[src/include/apgsw_pkg.sv]
// Constants shared by the auxiliary pin and serial wiring block
package apgsw_pkg;
  // Register data width and serial address width
  localparam int unsigned DATA_W     = 8;
  localparam int unsigned ADDR_W     = 6;

  // Register addresses
  localparam logic [5:0] ADDR_CONFIG  = 6'h0D;  // Pin function setup
  localparam logic [5:0] ADDR_CONTROL = 6'h0E;  // Pin levels

  // Command byte layout
  localparam int unsigned CMD_WRITE_BIT = 7;    // 1 = write
  localparam int unsigned CMD_INCR_BIT  = 6;    // 1 = auto increment

  // Config register fields
  localparam int unsigned CFG_XTAL_GPIO = 7;    // Crystal pin as GPIO
  localparam int unsigned CFG_INTERRUPT_POLARITY   = 6;    // Interrupt active high
  localparam int unsigned CFG_SDO_OD    = 5;    // Data-out pin open drain
  localparam int unsigned CFG_XTAL_OD   = 4;    // Crystal pin open drain
  localparam int unsigned CFG_AMP_OD    = 3;    // Amp pin open drain
  localparam int unsigned CFG_AMP_GPIO  = 2;    // Amp pin as GPIO
  localparam int unsigned CFG_THREE_W   = 1;    // Three-wire serial
  localparam int unsigned CFG_IRQ_GPIO  = 0;    // Interrupt pin as GPIO

  // Control register fields
  localparam int unsigned CTL_XTAL_OUT  = 7;
  localparam int unsigned CTL_SDO_OUT   = 6;
  localparam int unsigned CTL_AMP_OUT   = 5;
  localparam int unsigned CTL_IRQ_OUT   = 4;
  localparam int unsigned CTL_XTAL_IN   = 3;
  localparam int unsigned CTL_SDO_IN    = 2;
  localparam int unsigned CTL_AMP_IN    = 1;
  localparam int unsigned CTL_IRQ_IN    = 0;
  localparam int unsigned CTL_OUT_LSB   = 4;
  localparam int unsigned CTL_OUT_W     = 4;

  // Reset values
  localparam logic [7:0] CONFIG_RESET   = 8'h00;
  localparam logic [3:0] CTL_OUT_RESET  = 4'h0;
  localparam logic [7:0] UNMAPPED_READ  = 8'h00;

  // Input synchroniser lanes
  localparam int unsigned SYN_SCLK = 0;
  localparam int unsigned SYN_NSS  = 1;
  localparam int unsigned SYN_SHARED_SERIAL_DATA_PIN = 2;
  localparam int unsigned SYN_SDO  = 3;
  localparam int unsigned SYN_XTAL = 4;
  localparam int unsigned SYN_AMP  = 5;
  localparam int unsigned SYN_IRQ  = 6;
  localparam int unsigned SYN_W    = 7;
endpackage

[src/design/apgsw_spi_shift.sv]
// Serial byte shifter, mode 0, most significant bit first
`timescale 1ns/10ps
module apgsw_spi_shift #(
  parameter int unsigned WIDTH = 8            // Bits per byte
) (
  input  wire logic             clock,        // System clock
  input  wire logic             rst_n,        // Synchronised reset
  input  wire logic             sclk_s,       // Synchronised serial clock
  input  wire logic             nss_n_s,      // Synchronised select
  input  wire logic             sin_s,        // Synchronised serial in
  input  wire logic [WIDTH-1:0] tx_byte,      // Next byte to send
  output logic      [WIDTH-1:0] rx_byte,      // Last byte received
  output logic                  rx_valid,     // Byte received pulse
  output logic                  sout          // Serial out bit
);
  localparam int unsigned CNT_W = $clog2(WIDTH);
  localparam logic [CNT_W-1:0] LAST = CNT_W'(WIDTH - 1);

  logic             sclk_prev_ff;             // Clock one cycle back
  logic [CNT_W-1:0] cnt_ff;                   // Bit position in byte
  logic [WIDTH-1:0] rx_sh_ff;                 // Input shift register
  logic [WIDTH-1:0] tx_sh_ff;                 // Output shift register
  logic [WIDTH-1:0] rx_byte_ff;               // Captured byte
  logic             rx_valid_ff;              // Capture pulse
  logic             rise;                     // Serial clock rising
  logic             fall;                     // Serial clock falling

  assign rise = sclk_s & ~sclk_prev_ff;
  assign fall = ~sclk_s & sclk_prev_ff;

  // Edge history of the serial clock
  always_ff @(posedge clock or negedge rst_n) begin
    if (!rst_n) begin
      sclk_prev_ff <= 1'b0;
    end else begin
      sclk_prev_ff <= sclk_s;
    end
  end

  // Sample on rising edge, count bits, flag a full byte
  always_ff @(posedge clock or negedge rst_n) begin
    if (!rst_n) begin
      cnt_ff      <= '0;
      rx_sh_ff    <= '0;
      rx_byte_ff  <= '0;
      rx_valid_ff <= 1'b0;
    end else begin
      rx_valid_ff <= 1'b0;
      if (nss_n_s) begin
        // Deselect restarts byte framing
        cnt_ff <= '0;
      end else if (rise) begin
        rx_sh_ff <= {rx_sh_ff[WIDTH-2:0], sin_s};
        if (cnt_ff == LAST) begin
          cnt_ff      <= '0;
          rx_byte_ff  <= {rx_sh_ff[WIDTH-2:0], sin_s};
          rx_valid_ff <= 1'b1;
        end else begin
          cnt_ff <= cnt_ff + 1'b1;
        end
      end
    end
  end

  // Shift out on falling edge, load a new byte at a byte boundary
  always_ff @(posedge clock or negedge rst_n) begin
    if (!rst_n) begin
      tx_sh_ff <= '0;
    end else if (nss_n_s) begin
      tx_sh_ff <= '0;
    end else if (fall) begin
      if (cnt_ff == '0) begin
        tx_sh_ff <= tx_byte;
      end else begin
        tx_sh_ff <= {tx_sh_ff[WIDTH-2:0], 1'b0};
      end
    end
  end

  assign rx_byte  = rx_byte_ff;
  assign rx_valid = rx_valid_ff;
  assign sout     = tx_sh_ff[WIDTH-1];
endmodule

[src/design/apgsw_top.sv]
// Auxiliary pin GPIO control and serial port wiring select
`timescale 1ns/10ps
module apgsw_top (
  input  wire logic clock,                    // 50 MHz system clock
  input  wire logic rst_n,                    // Async reset, active low
  input  wire logic spi_sclk,                 // Serial clock pin
  input  wire logic spi_nss_n,                // Serial select pin
  input  wire logic shared_serial_data_pin_i, // Serial in / shared data
  output logic      shared_serial_data_pin_o, // Shared data drive value
  output logic      shared_serial_data_pin_oe_n, // Low while driving
  input  wire logic sdo_pin_i,                // Data-out pin level
  output logic      sdo_pin_o,                // Data-out drive value
  output logic      sdo_pin_oe_n,             // Low while driving
  input  wire logic crystal_clock_out_pin_i,  // Crystal pin level
  output logic      crystal_clock_out_pin_o,  // Crystal drive value
  output logic      crystal_clock_out_pin_oe_n, // Low while driving
  input  wire logic power_amp_ctl_pin_i,      // Amp pin level
  output logic      power_amp_ctl_pin_o,      // Amp drive value
  output logic      power_amp_ctl_pin_oe_n,   // Low while driving
  input  wire logic irq_pin_i,                // Interrupt pin level
  output logic      irq_pin_o,                // Interrupt drive value
  output logic      irq_pin_oe_n,             // Low while driving
  input  wire logic crystal_func_level,       // Clock output from core
  input  wire logic amp_func_level,           // Amp control from core
  input  wire logic irq_func_level            // Interrupt request, high
);
  typedef enum logic [0:0] {
    ST_CMD,                                   // Expect command byte
    ST_DATA                                   // Data bytes follow
  } apgsw_state_e;

  localparam int unsigned DW = apgsw_pkg::DATA_W;

  logic [1:0]                      rst_sync_ff;  // Reset release chain
  logic                            rst_n_s;      // Synchronised reset
  logic [apgsw_pkg::SYN_W-1:0]     syn_raw;      // Raw pin inputs
  logic [apgsw_pkg::SYN_W-1:0]     syn1_ff;      // First sync stage
  logic [apgsw_pkg::SYN_W-1:0]     syn2_ff;      // Second sync stage
  apgsw_state_e                    state_ff;     // Transaction phase
  logic                            write_ff;     // Transaction writes
  logic                            incr_ff;      // Address increments
  logic [apgsw_pkg::ADDR_W-1:0]    addr_ff;      // Current address
  logic [DW-1:0]                   config_ff;    // Pin function setup
  logic [apgsw_pkg::CTL_OUT_W-1:0] gpio_out_ff;  // GPIO output levels
  logic [DW-1:0]                   rx_byte;      // Received byte
  logic                            rx_valid;     // Byte pulse
  logic                            sout;         // Serial out bit
  logic                            sin_s;        // Serial in, synced
  logic [DW-1:0]                   rd_data;      // Read mux
  logic                            three_wire;   // Wiring mode
  logic                            selected;     // Select asserted
  logic                            reading;      // Read data phase

  // Reset is released through two flip-flops
  always_ff @(posedge clock or negedge rst_n) begin
    if (!rst_n) begin
      rst_sync_ff <= 2'b00;
    end else begin
      rst_sync_ff <= {rst_sync_ff[0], 1'b1};
    end
  end
  assign rst_n_s = rst_sync_ff[1];

  // Gather every pin input for synchronising
  always_comb begin
    syn_raw                       = '0;
    syn_raw[apgsw_pkg::SYN_SCLK]  = spi_sclk;
    syn_raw[apgsw_pkg::SYN_NSS]   = spi_nss_n;
    syn_raw[apgsw_pkg::SYN_SHARED_SERIAL_DATA_PIN]  = shared_serial_data_pin_i;
    syn_raw[apgsw_pkg::SYN_SDO]   = sdo_pin_i;
    syn_raw[apgsw_pkg::SYN_XTAL]  = crystal_clock_out_pin_i;
    syn_raw[apgsw_pkg::SYN_AMP]   = power_amp_ctl_pin_i;
    syn_raw[apgsw_pkg::SYN_IRQ]   = irq_pin_i;
  end

  // Two-stage synchroniser per pin
  genvar g;
  generate
    for (g = 0; g < apgsw_pkg::SYN_W; g++) begin : g_sync
      always_ff @(posedge clock or negedge rst_n_s) begin
        if (!rst_n_s) begin
          syn1_ff[g] <= (g == apgsw_pkg::SYN_NSS);
          syn2_ff[g] <= (g == apgsw_pkg::SYN_NSS);
        end else begin
          syn1_ff[g] <= syn_raw[g];
          syn2_ff[g] <= syn1_ff[g];
        end
      end
    end
  endgenerate

  assign three_wire = config_ff[apgsw_pkg::CFG_THREE_W];
  assign selected   = ~syn2_ff[apgsw_pkg::SYN_NSS];
  // Serial input is always the shared data line
  assign sin_s      = syn2_ff[apgsw_pkg::SYN_SHARED_SERIAL_DATA_PIN];
  assign reading    = selected & (state_ff == ST_DATA) & ~write_ff;

  apgsw_spi_shift #(
    .WIDTH    (DW)
  ) u_shift (
    .clock    (clock),
    .rst_n    (rst_n_s),
    .sclk_s   (syn2_ff[apgsw_pkg::SYN_SCLK]),
    .nss_n_s  (syn2_ff[apgsw_pkg::SYN_NSS]),
    .sin_s    (sin_s),
    .tx_byte  (rd_data),
    .rx_byte  (rx_byte),
    .rx_valid (rx_valid),
    .sout     (sout)
  );

  // Register read mux; input bits show sensed pin levels
  always_comb begin
    rd_data = apgsw_pkg::UNMAPPED_READ;
    if (addr_ff == apgsw_pkg::ADDR_CONFIG) begin
      rd_data = config_ff;
    end else if (addr_ff == apgsw_pkg::ADDR_CONTROL) begin
      rd_data[apgsw_pkg::CTL_OUT_LSB +: apgsw_pkg::CTL_OUT_W] = gpio_out_ff;
      rd_data[apgsw_pkg::CTL_XTAL_IN] = syn2_ff[apgsw_pkg::SYN_XTAL];
      rd_data[apgsw_pkg::CTL_SDO_IN]  = syn2_ff[apgsw_pkg::SYN_SDO];
      rd_data[apgsw_pkg::CTL_AMP_IN]  = syn2_ff[apgsw_pkg::SYN_AMP];
      rd_data[apgsw_pkg::CTL_IRQ_IN]  = syn2_ff[apgsw_pkg::SYN_IRQ];
    end
  end

  // Transaction phase: command byte then data bytes
  always_ff @(posedge clock or negedge rst_n_s) begin
    if (!rst_n_s) begin
      state_ff <= ST_CMD;
      write_ff <= 1'b0;
      incr_ff  <= 1'b0;
      addr_ff  <= '0;
    end else if (!selected) begin
      state_ff <= ST_CMD;
    end else if (rx_valid) begin
      unique case (state_ff)
        ST_CMD: begin
          write_ff <= rx_byte[apgsw_pkg::CMD_WRITE_BIT];
          incr_ff  <= rx_byte[apgsw_pkg::CMD_INCR_BIT];
          addr_ff  <= rx_byte[apgsw_pkg::ADDR_W-1:0];
          state_ff <= ST_DATA;
        end
        ST_DATA: begin
          // Each data byte advances the address when asked
          if (incr_ff) begin
            addr_ff <= addr_ff + 1'b1;
          end
        end
      endcase
    end
  end

  // Config register write
  always_ff @(posedge clock or negedge rst_n_s) begin
    if (!rst_n_s) begin
      config_ff <= apgsw_pkg::CONFIG_RESET;
    end else if (rx_valid && state_ff == ST_DATA && write_ff &&
                 addr_ff == apgsw_pkg::ADDR_CONFIG) begin
      config_ff <= rx_byte;
    end
  end

  // Output bits of the control register; input bits ignore writes
  always_ff @(posedge clock or negedge rst_n_s) begin
    if (!rst_n_s) begin
      gpio_out_ff <= apgsw_pkg::CTL_OUT_RESET;
    end else if (rx_valid && state_ff == ST_DATA && write_ff &&
                 addr_ff == apgsw_pkg::ADDR_CONTROL) begin
      gpio_out_ff <= rx_byte[apgsw_pkg::CTL_OUT_LSB +: apgsw_pkg::CTL_OUT_W];
    end
  end

  // Pin drivers, registered; open drain drives only a low level
  always_ff @(posedge clock or negedge rst_n_s) begin
    if (!rst_n_s) begin
      shared_serial_data_pin_o    <= 1'b0;
      shared_serial_data_pin_oe_n <= 1'b1;
      sdo_pin_o                   <= 1'b0;
      sdo_pin_oe_n                <= 1'b1;
      crystal_clock_out_pin_o     <= 1'b0;
      crystal_clock_out_pin_oe_n  <= 1'b1;
      power_amp_ctl_pin_o         <= 1'b0;
      power_amp_ctl_pin_oe_n      <= 1'b1;
      irq_pin_o                   <= 1'b0;
      irq_pin_oe_n                <= 1'b1;
    end else begin
      // Shared data pin turns around only in three-wire reads
      shared_serial_data_pin_o    <= sout;
      shared_serial_data_pin_oe_n <= ~(three_wire & reading);
      if (three_wire) begin
        // Data-out pin released to GPIO use
        sdo_pin_o    <= gpio_out_ff[apgsw_pkg::CTL_SDO_OUT -
                                    apgsw_pkg::CTL_OUT_LSB];
        sdo_pin_oe_n <= config_ff[apgsw_pkg::CFG_SDO_OD] &
                        gpio_out_ff[apgsw_pkg::CTL_SDO_OUT -
                                    apgsw_pkg::CTL_OUT_LSB];
      end else begin
        // Four-wire slave drives data out while selected
        sdo_pin_o    <= sout;
        sdo_pin_oe_n <= ~selected;
      end
      if (config_ff[apgsw_pkg::CFG_XTAL_GPIO]) begin
        crystal_clock_out_pin_o    <= gpio_out_ff[apgsw_pkg::CTL_XTAL_OUT -
                                      apgsw_pkg::CTL_OUT_LSB];
        crystal_clock_out_pin_oe_n <= config_ff[apgsw_pkg::CFG_XTAL_OD] &
                                      gpio_out_ff[apgsw_pkg::CTL_XTAL_OUT -
                                      apgsw_pkg::CTL_OUT_LSB];
      end else begin
        crystal_clock_out_pin_o    <= crystal_func_level;
        crystal_clock_out_pin_oe_n <= 1'b0;
      end
      if (config_ff[apgsw_pkg::CFG_AMP_GPIO]) begin
        power_amp_ctl_pin_o    <= gpio_out_ff[apgsw_pkg::CTL_AMP_OUT -
                                  apgsw_pkg::CTL_OUT_LSB];
        power_amp_ctl_pin_oe_n <= config_ff[apgsw_pkg::CFG_AMP_OD] &
                                  gpio_out_ff[apgsw_pkg::CTL_AMP_OUT -
                                  apgsw_pkg::CTL_OUT_LSB];
      end else begin
        power_amp_ctl_pin_o    <= amp_func_level;
        power_amp_ctl_pin_oe_n <= 1'b0;
      end
      if (config_ff[apgsw_pkg::CFG_IRQ_GPIO]) begin
        // Interrupt GPIO is always open drain
        irq_pin_o    <= gpio_out_ff[apgsw_pkg::CTL_IRQ_OUT -
                                    apgsw_pkg::CTL_OUT_LSB];
        irq_pin_oe_n <= gpio_out_ff[apgsw_pkg::CTL_IRQ_OUT -
                                    apgsw_pkg::CTL_OUT_LSB];
      end else begin
        // Polarity bit set gives active high request
        irq_pin_o    <= ~(irq_func_level ^ config_ff[apgsw_pkg::CFG_INTERRUPT_POLARITY]);
        irq_pin_oe_n <= 1'b0;
      end
    end
  end
endmodule

[config.mk]
export PLATFORM = sky130hd
export DESIGN_NAME = apgsw_top
export DESIGN_NICKNAME = d
export VERILOG_FILES = /design/src/include/apgsw_pkg.sv /design/src/design/apgsw_spi_shift.sv /design/src/design/apgsw_top.sv
export SDC_FILE = /design/constraint.sdc
export NUM_CORES = 1
export LEC_CHECK = 0
export BUFFER_PORTS_ARGS = -buffer_cell sky130_fd_sc_hd__buf_2
export CAP_MARGIN = 20
export CORE_MARGIN = 4
export CORE_UTILIZATION = 45
export DETAILED_ROUTE_END_ITERATION = 8
export PLACE_DENSITY = 0.68
export SETUP_SLACK_MARGIN = 0.3
export SLEW_MARGIN = 20
export SYNTH_ARGS = -nofsm -noshare
export SYNTH_HDL_FRONTEND = slang
export SYNTH_SLANG_ARGS = --single-unit
export TNS_END_PERCENT = 50
[constraint.sdc]
create_clock -name clock -period 3.1 [get_ports clock]
set_clock_uncertainty 0.05 [all_clocks]
set_input_delay 0.62 -clock clock [delete_from_list [all_inputs] [get_ports clock]]
set_output_delay 0.62 -clock clock [all_outputs]
set_load 0.005 [all_outputs]
# After elaboration in Yosys (flattened, before gate mapping)
# Index checks and enable logic that the tools add are counted.
[word_totals]
memories = 0
elab_cells = 94
ff_bits = 75
output_inout_bits = 10
input_bits = 12
mem_bits_rw = 0
latchBits = 0
mem_bits_ro = 0
[classes]
n_addsub = 2
eq_ne = 4
shifts = 0
n_bitwise = 16
n_reduce_logical = 12
div = 0
muxes = 23
magnitude_cmp = 0
n_mul = 0
[op_table]
columns = ["cell", "n"]
rows = [
  ["2-to-1 mux 8 bit", 5],
  ["2-to-1 mux 1 bit", 13],
  ["== test 6 x 4 -> 1 bit, second input constant", 2],
  ["case mux 6 bit (2 select lines)", 1],
  ["2-to-1 mux 3 bit", 3],
  ["AND reduction 3 bit", 3],
  ["bitwise AND 1 bit", 8],
  ["inverter 1 bit", 7],
  ["adder 6 x 1 -> 6 bit, second input constant", 1],
  ["2-to-1 mux 6 bit", 1],
  ["nonzero test 2 bit", 3],
  ["logical AND 1 bit", 4],
  ["adder 3 x 1 -> 3 bit, second input constant", 1],
  ["== test 3 bit, second input constant", 1],
  ["logical NOT 3 bit", 1],
  ["!= test 2 x 1 -> 1 bit, second input constant", 1],
  ["AND reduction 2 bit", 1],
  ["XOR 1 bit", 1],
]

# Depth between registers and ports, before layout
[depth]
word_depth = 6
mapped_depth = 7
mapped_depth_nobuf = 6

# Hierarchy
# From an unflattened synthesis, not the netlist that was laid out.
[unflattened]
hier_cells = 216
hier_area_um2 = 3067.9
[modules_own_cells]
columns = ["module", "seq_area_each_um2", "area_each_um2", "n_inst", "cells_per_inst"]
rows = [
  ["apgsw_top", 1184.9, 1853.0, 1, 136],
  ["apgsw_spi_shift", 700.7, 1214.9, 1, 80],
]

# Worst setup path before layout
# OpenSTA, ideal clock, no wires.
[synth_path]
kind = "register to register"
startpoint = "reg u_shift.cnt_ff[0]"
endpoint = "reg u_shift.rx_byte_ff[0] (netlist: u_shift.rx_byte[0])"
setup_slack_ns = 1.555
n_path_buf = 1
arrival_time_ns = 1.370
t_required_ns = 2.925
setup_time_ns = 0.125
period_less_slack_ns = 1.545
stages_incl_launch_ff = 6
path_cell_list = "dfrtp_1 > ha_1 > ha_1 > nor3b_1 > buf_2 > mux2_2"
[synth_between]
elab_chain_cells = 2
[synth_lines]
columns = ["item", "line", "rtl"]
rows = [
  ["from (decl)", "apgsw_spi_shift.sv:20", "logic [CNT_W-1:0] cnt_ff;"],
  ["from (signal assigned)", "apgsw_spi_shift.sv:59", "cnt_ff <= cnt_ff + 1'b1;"],
  ["== test 3 bit", "apgsw_spi_shift.sv:54", "if (cnt_ff == LAST) begin"],
  ["AND reduction 3 bit (no line)", "n/a", ""],
  ["to (signal assigned)", "apgsw_spi_shift.sv:56", "rx_byte_ff <= {rx_sh_ff[WIDTH-2:0], sin_s};"],
  ["to (decl)", "apgsw_spi_shift.sv:23", "logic [WIDTH-1:0] rx_byte_ff;"],
]
# No other way between the ends.
# A chain may end at the register's enable or synchronous reset.

# Final worst setup path
[layout_path]
startpoint = "reg addr_ff[1] in the netlist's numbering"
endpoint = "reg u_shift.tx_sh_ff[0]"
[layout_between]
elab_chain_cells = 6
word_cells_on_any_way = 7
cone_classes = "eq/ne: 2; mux: 5"
[layout_lines]
columns = ["item", "line", "rtl"]
rows = [
  ["from (decl)", "apgsw_top.sv:42", "logic [apgsw_pkg::ADDR_W-1:0] addr_ff;"],
  ["from (signal assigned)", "apgsw_top.sv:140", "addr_ff <= rx_byte[apgsw_pkg::ADDR_W-1:0];"],
  ["from (signal assigned)", "apgsw_top.sv:146", "addr_ff <= addr_ff + 1'b1;"],
  ["== test 6 x 4 -> 1 bit", "apgsw_top.sv:117", "end else if (addr_ff == apgsw_pkg::ADDR_CONTROL) begin"],
  ["2-to-1 mux 8 bit", "apgsw_top.sv:117", ""],
  ["2-to-1 mux 8 bit (*)", "apgsw_top.sv:115", "if (addr_ff == apgsw_pkg::ADDR_CONFIG) begin"],
  ["2-to-1 mux 8 bit (*)", "apgsw_spi_shift.sv:72", "if (cnt_ff == '0) begin"],
  ["2-to-1 mux 8 bit (*)", "apgsw_spi_shift.sv:71", "end else if (fall) begin"],
  ["2-to-1 mux 8 bit (*)", "apgsw_spi_shift.sv:69", "end else if (nss_n_s) begin"],
  ["to (signal assigned)", "apgsw_spi_shift.sv:73", "tx_sh_ff <= tx_byte;"],
  ["to (signal assigned)", "apgsw_spi_shift.sv:75", "tx_sh_ff <= {tx_sh_ff[WIDTH-2:0], 1'b0};"],
  ["to (decl)", "apgsw_spi_shift.sv:22", "logic [WIDTH-1:0] tx_sh_ff;"],
]
# Mark *: on every way between the ends. The rest lies on a longest branch, timed or not. The select of a mux whose other input is x is not followed.

==> impl_metrics.ini <==
[critical_path]
cp-end-kind = register
crit_family = simple AND/OR/NAND/NOR gates
start_kind = register
cp.required_ns = 3.33
crit_arrival_ns = 2.14
rrSetupSlack_ns = 1.19
path_buf_inv = 1
slowest_stage = nor2b_1
worstPathCellList = inv_1 -> ha_1 -> nor2b_1 -> a22o_1 -> nand3_1 -> a21oi_1
cp_max_fo = 11
critPathMaxStageDelay_ns = 0.47
crit_type = reg -> reg

[final_layout]
drive_gt1_share_pct = 32.6
synthToLayoutAreaGrowth_pct = 16.3
nets = 274
fillCellCount = 544
diodes = 0

[cts]
post_cts_buffers = 0
cts_tree = done
numCtsBuffers = 9
ctsResizeCount = 0
holdBufCountCts = 1
clkLatencyLatePin_ns = 0.35
h-tree-depth = 3
cts_buffer_depth = 2
numClockSinks = 75
cts-root-buf = clkbuf_8
clkTransAtPathRegs_ns = 0.08

[floorplanning]
dieArea_mm2 = 0.00794
die-height_um = 89.1
fp-row-count = 29
die_w_um = 89.1
coreArea_mm2 = 0.00639
ioPinCount = 22
initial_core_util_pct = 46.4

[sta]
timing_max_transition_violations_final = 0
hold_viol = 0
fin_crit_sh_pct = 61.5
layout_min_cycle_time_ns = 1.91
setup_viol = 0
worstMarginPinSlew_ns = 0.735
setup_tns_ns = 0
fmax_mhz = 524
rsz0062_at_grt = no
slew_headroom_pct = 50.6

[grt]
grt_use_total_pct = 15.3
grt_pass1_wl_mm = 8.93
antenna_found_initial = 0
grt-ovfl-total = 0
grt_pass1_vias = 1852
grt_max_degree = 42

[routing]
drt_wl_total_mm = 5.16
wl_per_cell_um = 15.3
avgViaCountPerCell = 5.25
ant_nets = 0
vias = 1776
drtPass1Iterations = 4
drtIter0Drc = 68
drc = 0

[pwr]
power.share.switching_pct = 20.3
powerDensity_mw_per_mm2 = 620
combPwrFrac_pct = 3.7
finalPower_w = 0.00213
peakVddDrop_v = 0.000370
pwr-share-seq_pct = 50.0
leakagePower_nw = 1.60
clkPwrFrac_pct = 46.3
p_int_w = 0.00170
power.switching_w = 0.000434

[synth]
synth-seq-cells = 75
synth_edf_count = 0
yosys.area_share.simple_pct = 9.89
async_flop_share_pct = 100
ys_seq_area_share_pct = 63.7
ys_types = 36
synth_adder_area_share_pct = 2.54
synth_xor_xnor_area_share_pct = 0.296
synth_top_family_by_area = multiplexers
ys_warn_count = 0
synth-main-ff-cell = dfrtp_1
synth_mux_area_share_pct = 12.5
synth_nets = 244
synth-compound-area-share_pct = 9.21
syn_area_per_cell_um2 = 13.1
netlist_area_mm2 = 0.00296
synthCells = 226

[placed_design]
io_buffers = 21
dpl.hpwl_mm = 3.66
place_congestion = 0.813

[hold_path]
hold_path.class = reg -> async

[status]
status = complete, no violations

[run]
cap_viol_max_count = 0
==> power by group through the flow <==
| stage | clock network (W) | registers (W) | logic (W) |
|---|---|---|---|
| detailed placement | 0 | 0.00109 | 0.0000807 |
| CTS | 0.00102 | 0.00107 | 0.0000823 |
| finish | 0.000988 | 0.00107 | 0.0000796 |
| global route | 0.00105 | 0.00107 | 0.0000934 |
| floorplan | 0 | 0.00108 | 0.0000501 |
| global placement | 0 | 0.00108 | 0.0000789 |
==> worst paths after layout <==
| kind | startpoint | endpoint | depth (start not counted) |
|---|---|---|---|
| setup / recovery | addr_ff[1] | u_shift.tx_sh_ff[0] | 6 |
| hold / removal | rst_sync_ff[1] | syn1_ff[4] | 0 |
| setup reg to reg | addr_ff[1] | u_shift.tx_sh_ff[0] | 6 |
| hold reg to reg | rst_sync_ff[1] | syn1_ff[4] | 0 |
| max in group asynchronous | rst_sync_ff[1] | sdo_pin_oe_n | 1 |
| min in group clock | syn1_ff[3] | syn2_ff[3] | 0 |
==> logic make-up after synthesis <==
group                      after synthesis
DFF                                     75
adders and majority gates                6
muxes                                   33
other                                    1
xor gates and xnor gates                 1
AOI/OAI and AO/OA                       45
buffers and inverters                   13
and+or+nand+nor                         52
==> cells in the mapped netlist (2+ instances only) <==
library cell  count  area share, %
clkbuf_1          3           0.38
nand2_1          10            1.3
buf_2             3           0.51
o21ai_0          14            2.4
nand2_2           2           0.42
nor3b_1           2           0.51
mux2i_1           2           0.68
dfstp_2           7            6.2
nand3_1           6            1.0
a22oi_1          13            3.3
nand2b_1          3           0.63
nor2_1           11            1.4
ha_1              6            2.5
and3_1            3           0.63
a21oi_1          12            2.0
inv_1             7           0.89
nor3_1            3           0.51
mux2_2           31             12
dfrtp_1          68             57
nor2b_1           3           0.63
nand4_1           2           0.42
==> sequential cells by signal, summed over array words and instances, names as in the netlist, 2 cells and up <==
| register | flops |
|---|---|
| syn1_ff | 7 |
| addr_ff | 6 |
| config_ff | 8 |
| u_shift.rx_sh_ff | 7 |
| u_shift.tx_sh_ff | 8 |
| syn2_ff | 6 |
| gpio_out_ff | 4 |
| rst_sync_ff | 2 |
| u_shift.rx_byte | 8 |
| u_shift.cnt_ff | 3 |
==> cell usage in the layout, fill, tap and decap left out, drive strengths merged, types with 2 or more instances in the layout <==
cell type and count:
dfstp 7, bufinv 4, nor2 12, nand3 6
a22oi 13, nor2b 3, mux2 31, and3 3
nand4 2, clkinv 2, inv 8, nand2b 3
clkbuf 9, buf 24, mux2i 2, nor3b 2
nor3 3, o21ai 15, nand2 12, dfrtp 68
a21oi 12, ha 6
==> metrics by stage <==
step	cell area (um2)	worst slack (ns)	util (%)	instances	hold slack, ns
2_1_floorplan	2960	0.819	-	226	0.274
3_3_place_gp	3160	1.24	49.5	321	0.0991
3_5_place_dp	3160	1.21	49.5	321	0.106
4_1_cts	3440	1.20	53.9	338	0.114
5_1_grt	3440	1.02	53.9	338	0.129
6_report	3440	1.19	53.9	338	0.0995
==> layer usage <==
metal	share of wire [%]	vias up	track usage (%)
met1	46	874	19.6
met3	4.7	7	5.81
li1	-	867	-
met2	47	28	23.2
met4	1.8	0	6.50
met5	0	-	0
==> final cells by class <==
type	count	area, um2	share of cell area [%]
flip-flops and latches	75	1890	54.8
multi-input cells	138	1020	29.7
clock inverters	7	149	4.33
repair buffers	25	138	4.00
clock buffers	9	124	3.60
well taps	77	96.3	2.80
inverters	7	26.3	0.763
Note: power is estimated with default switching activity, not from simulation.
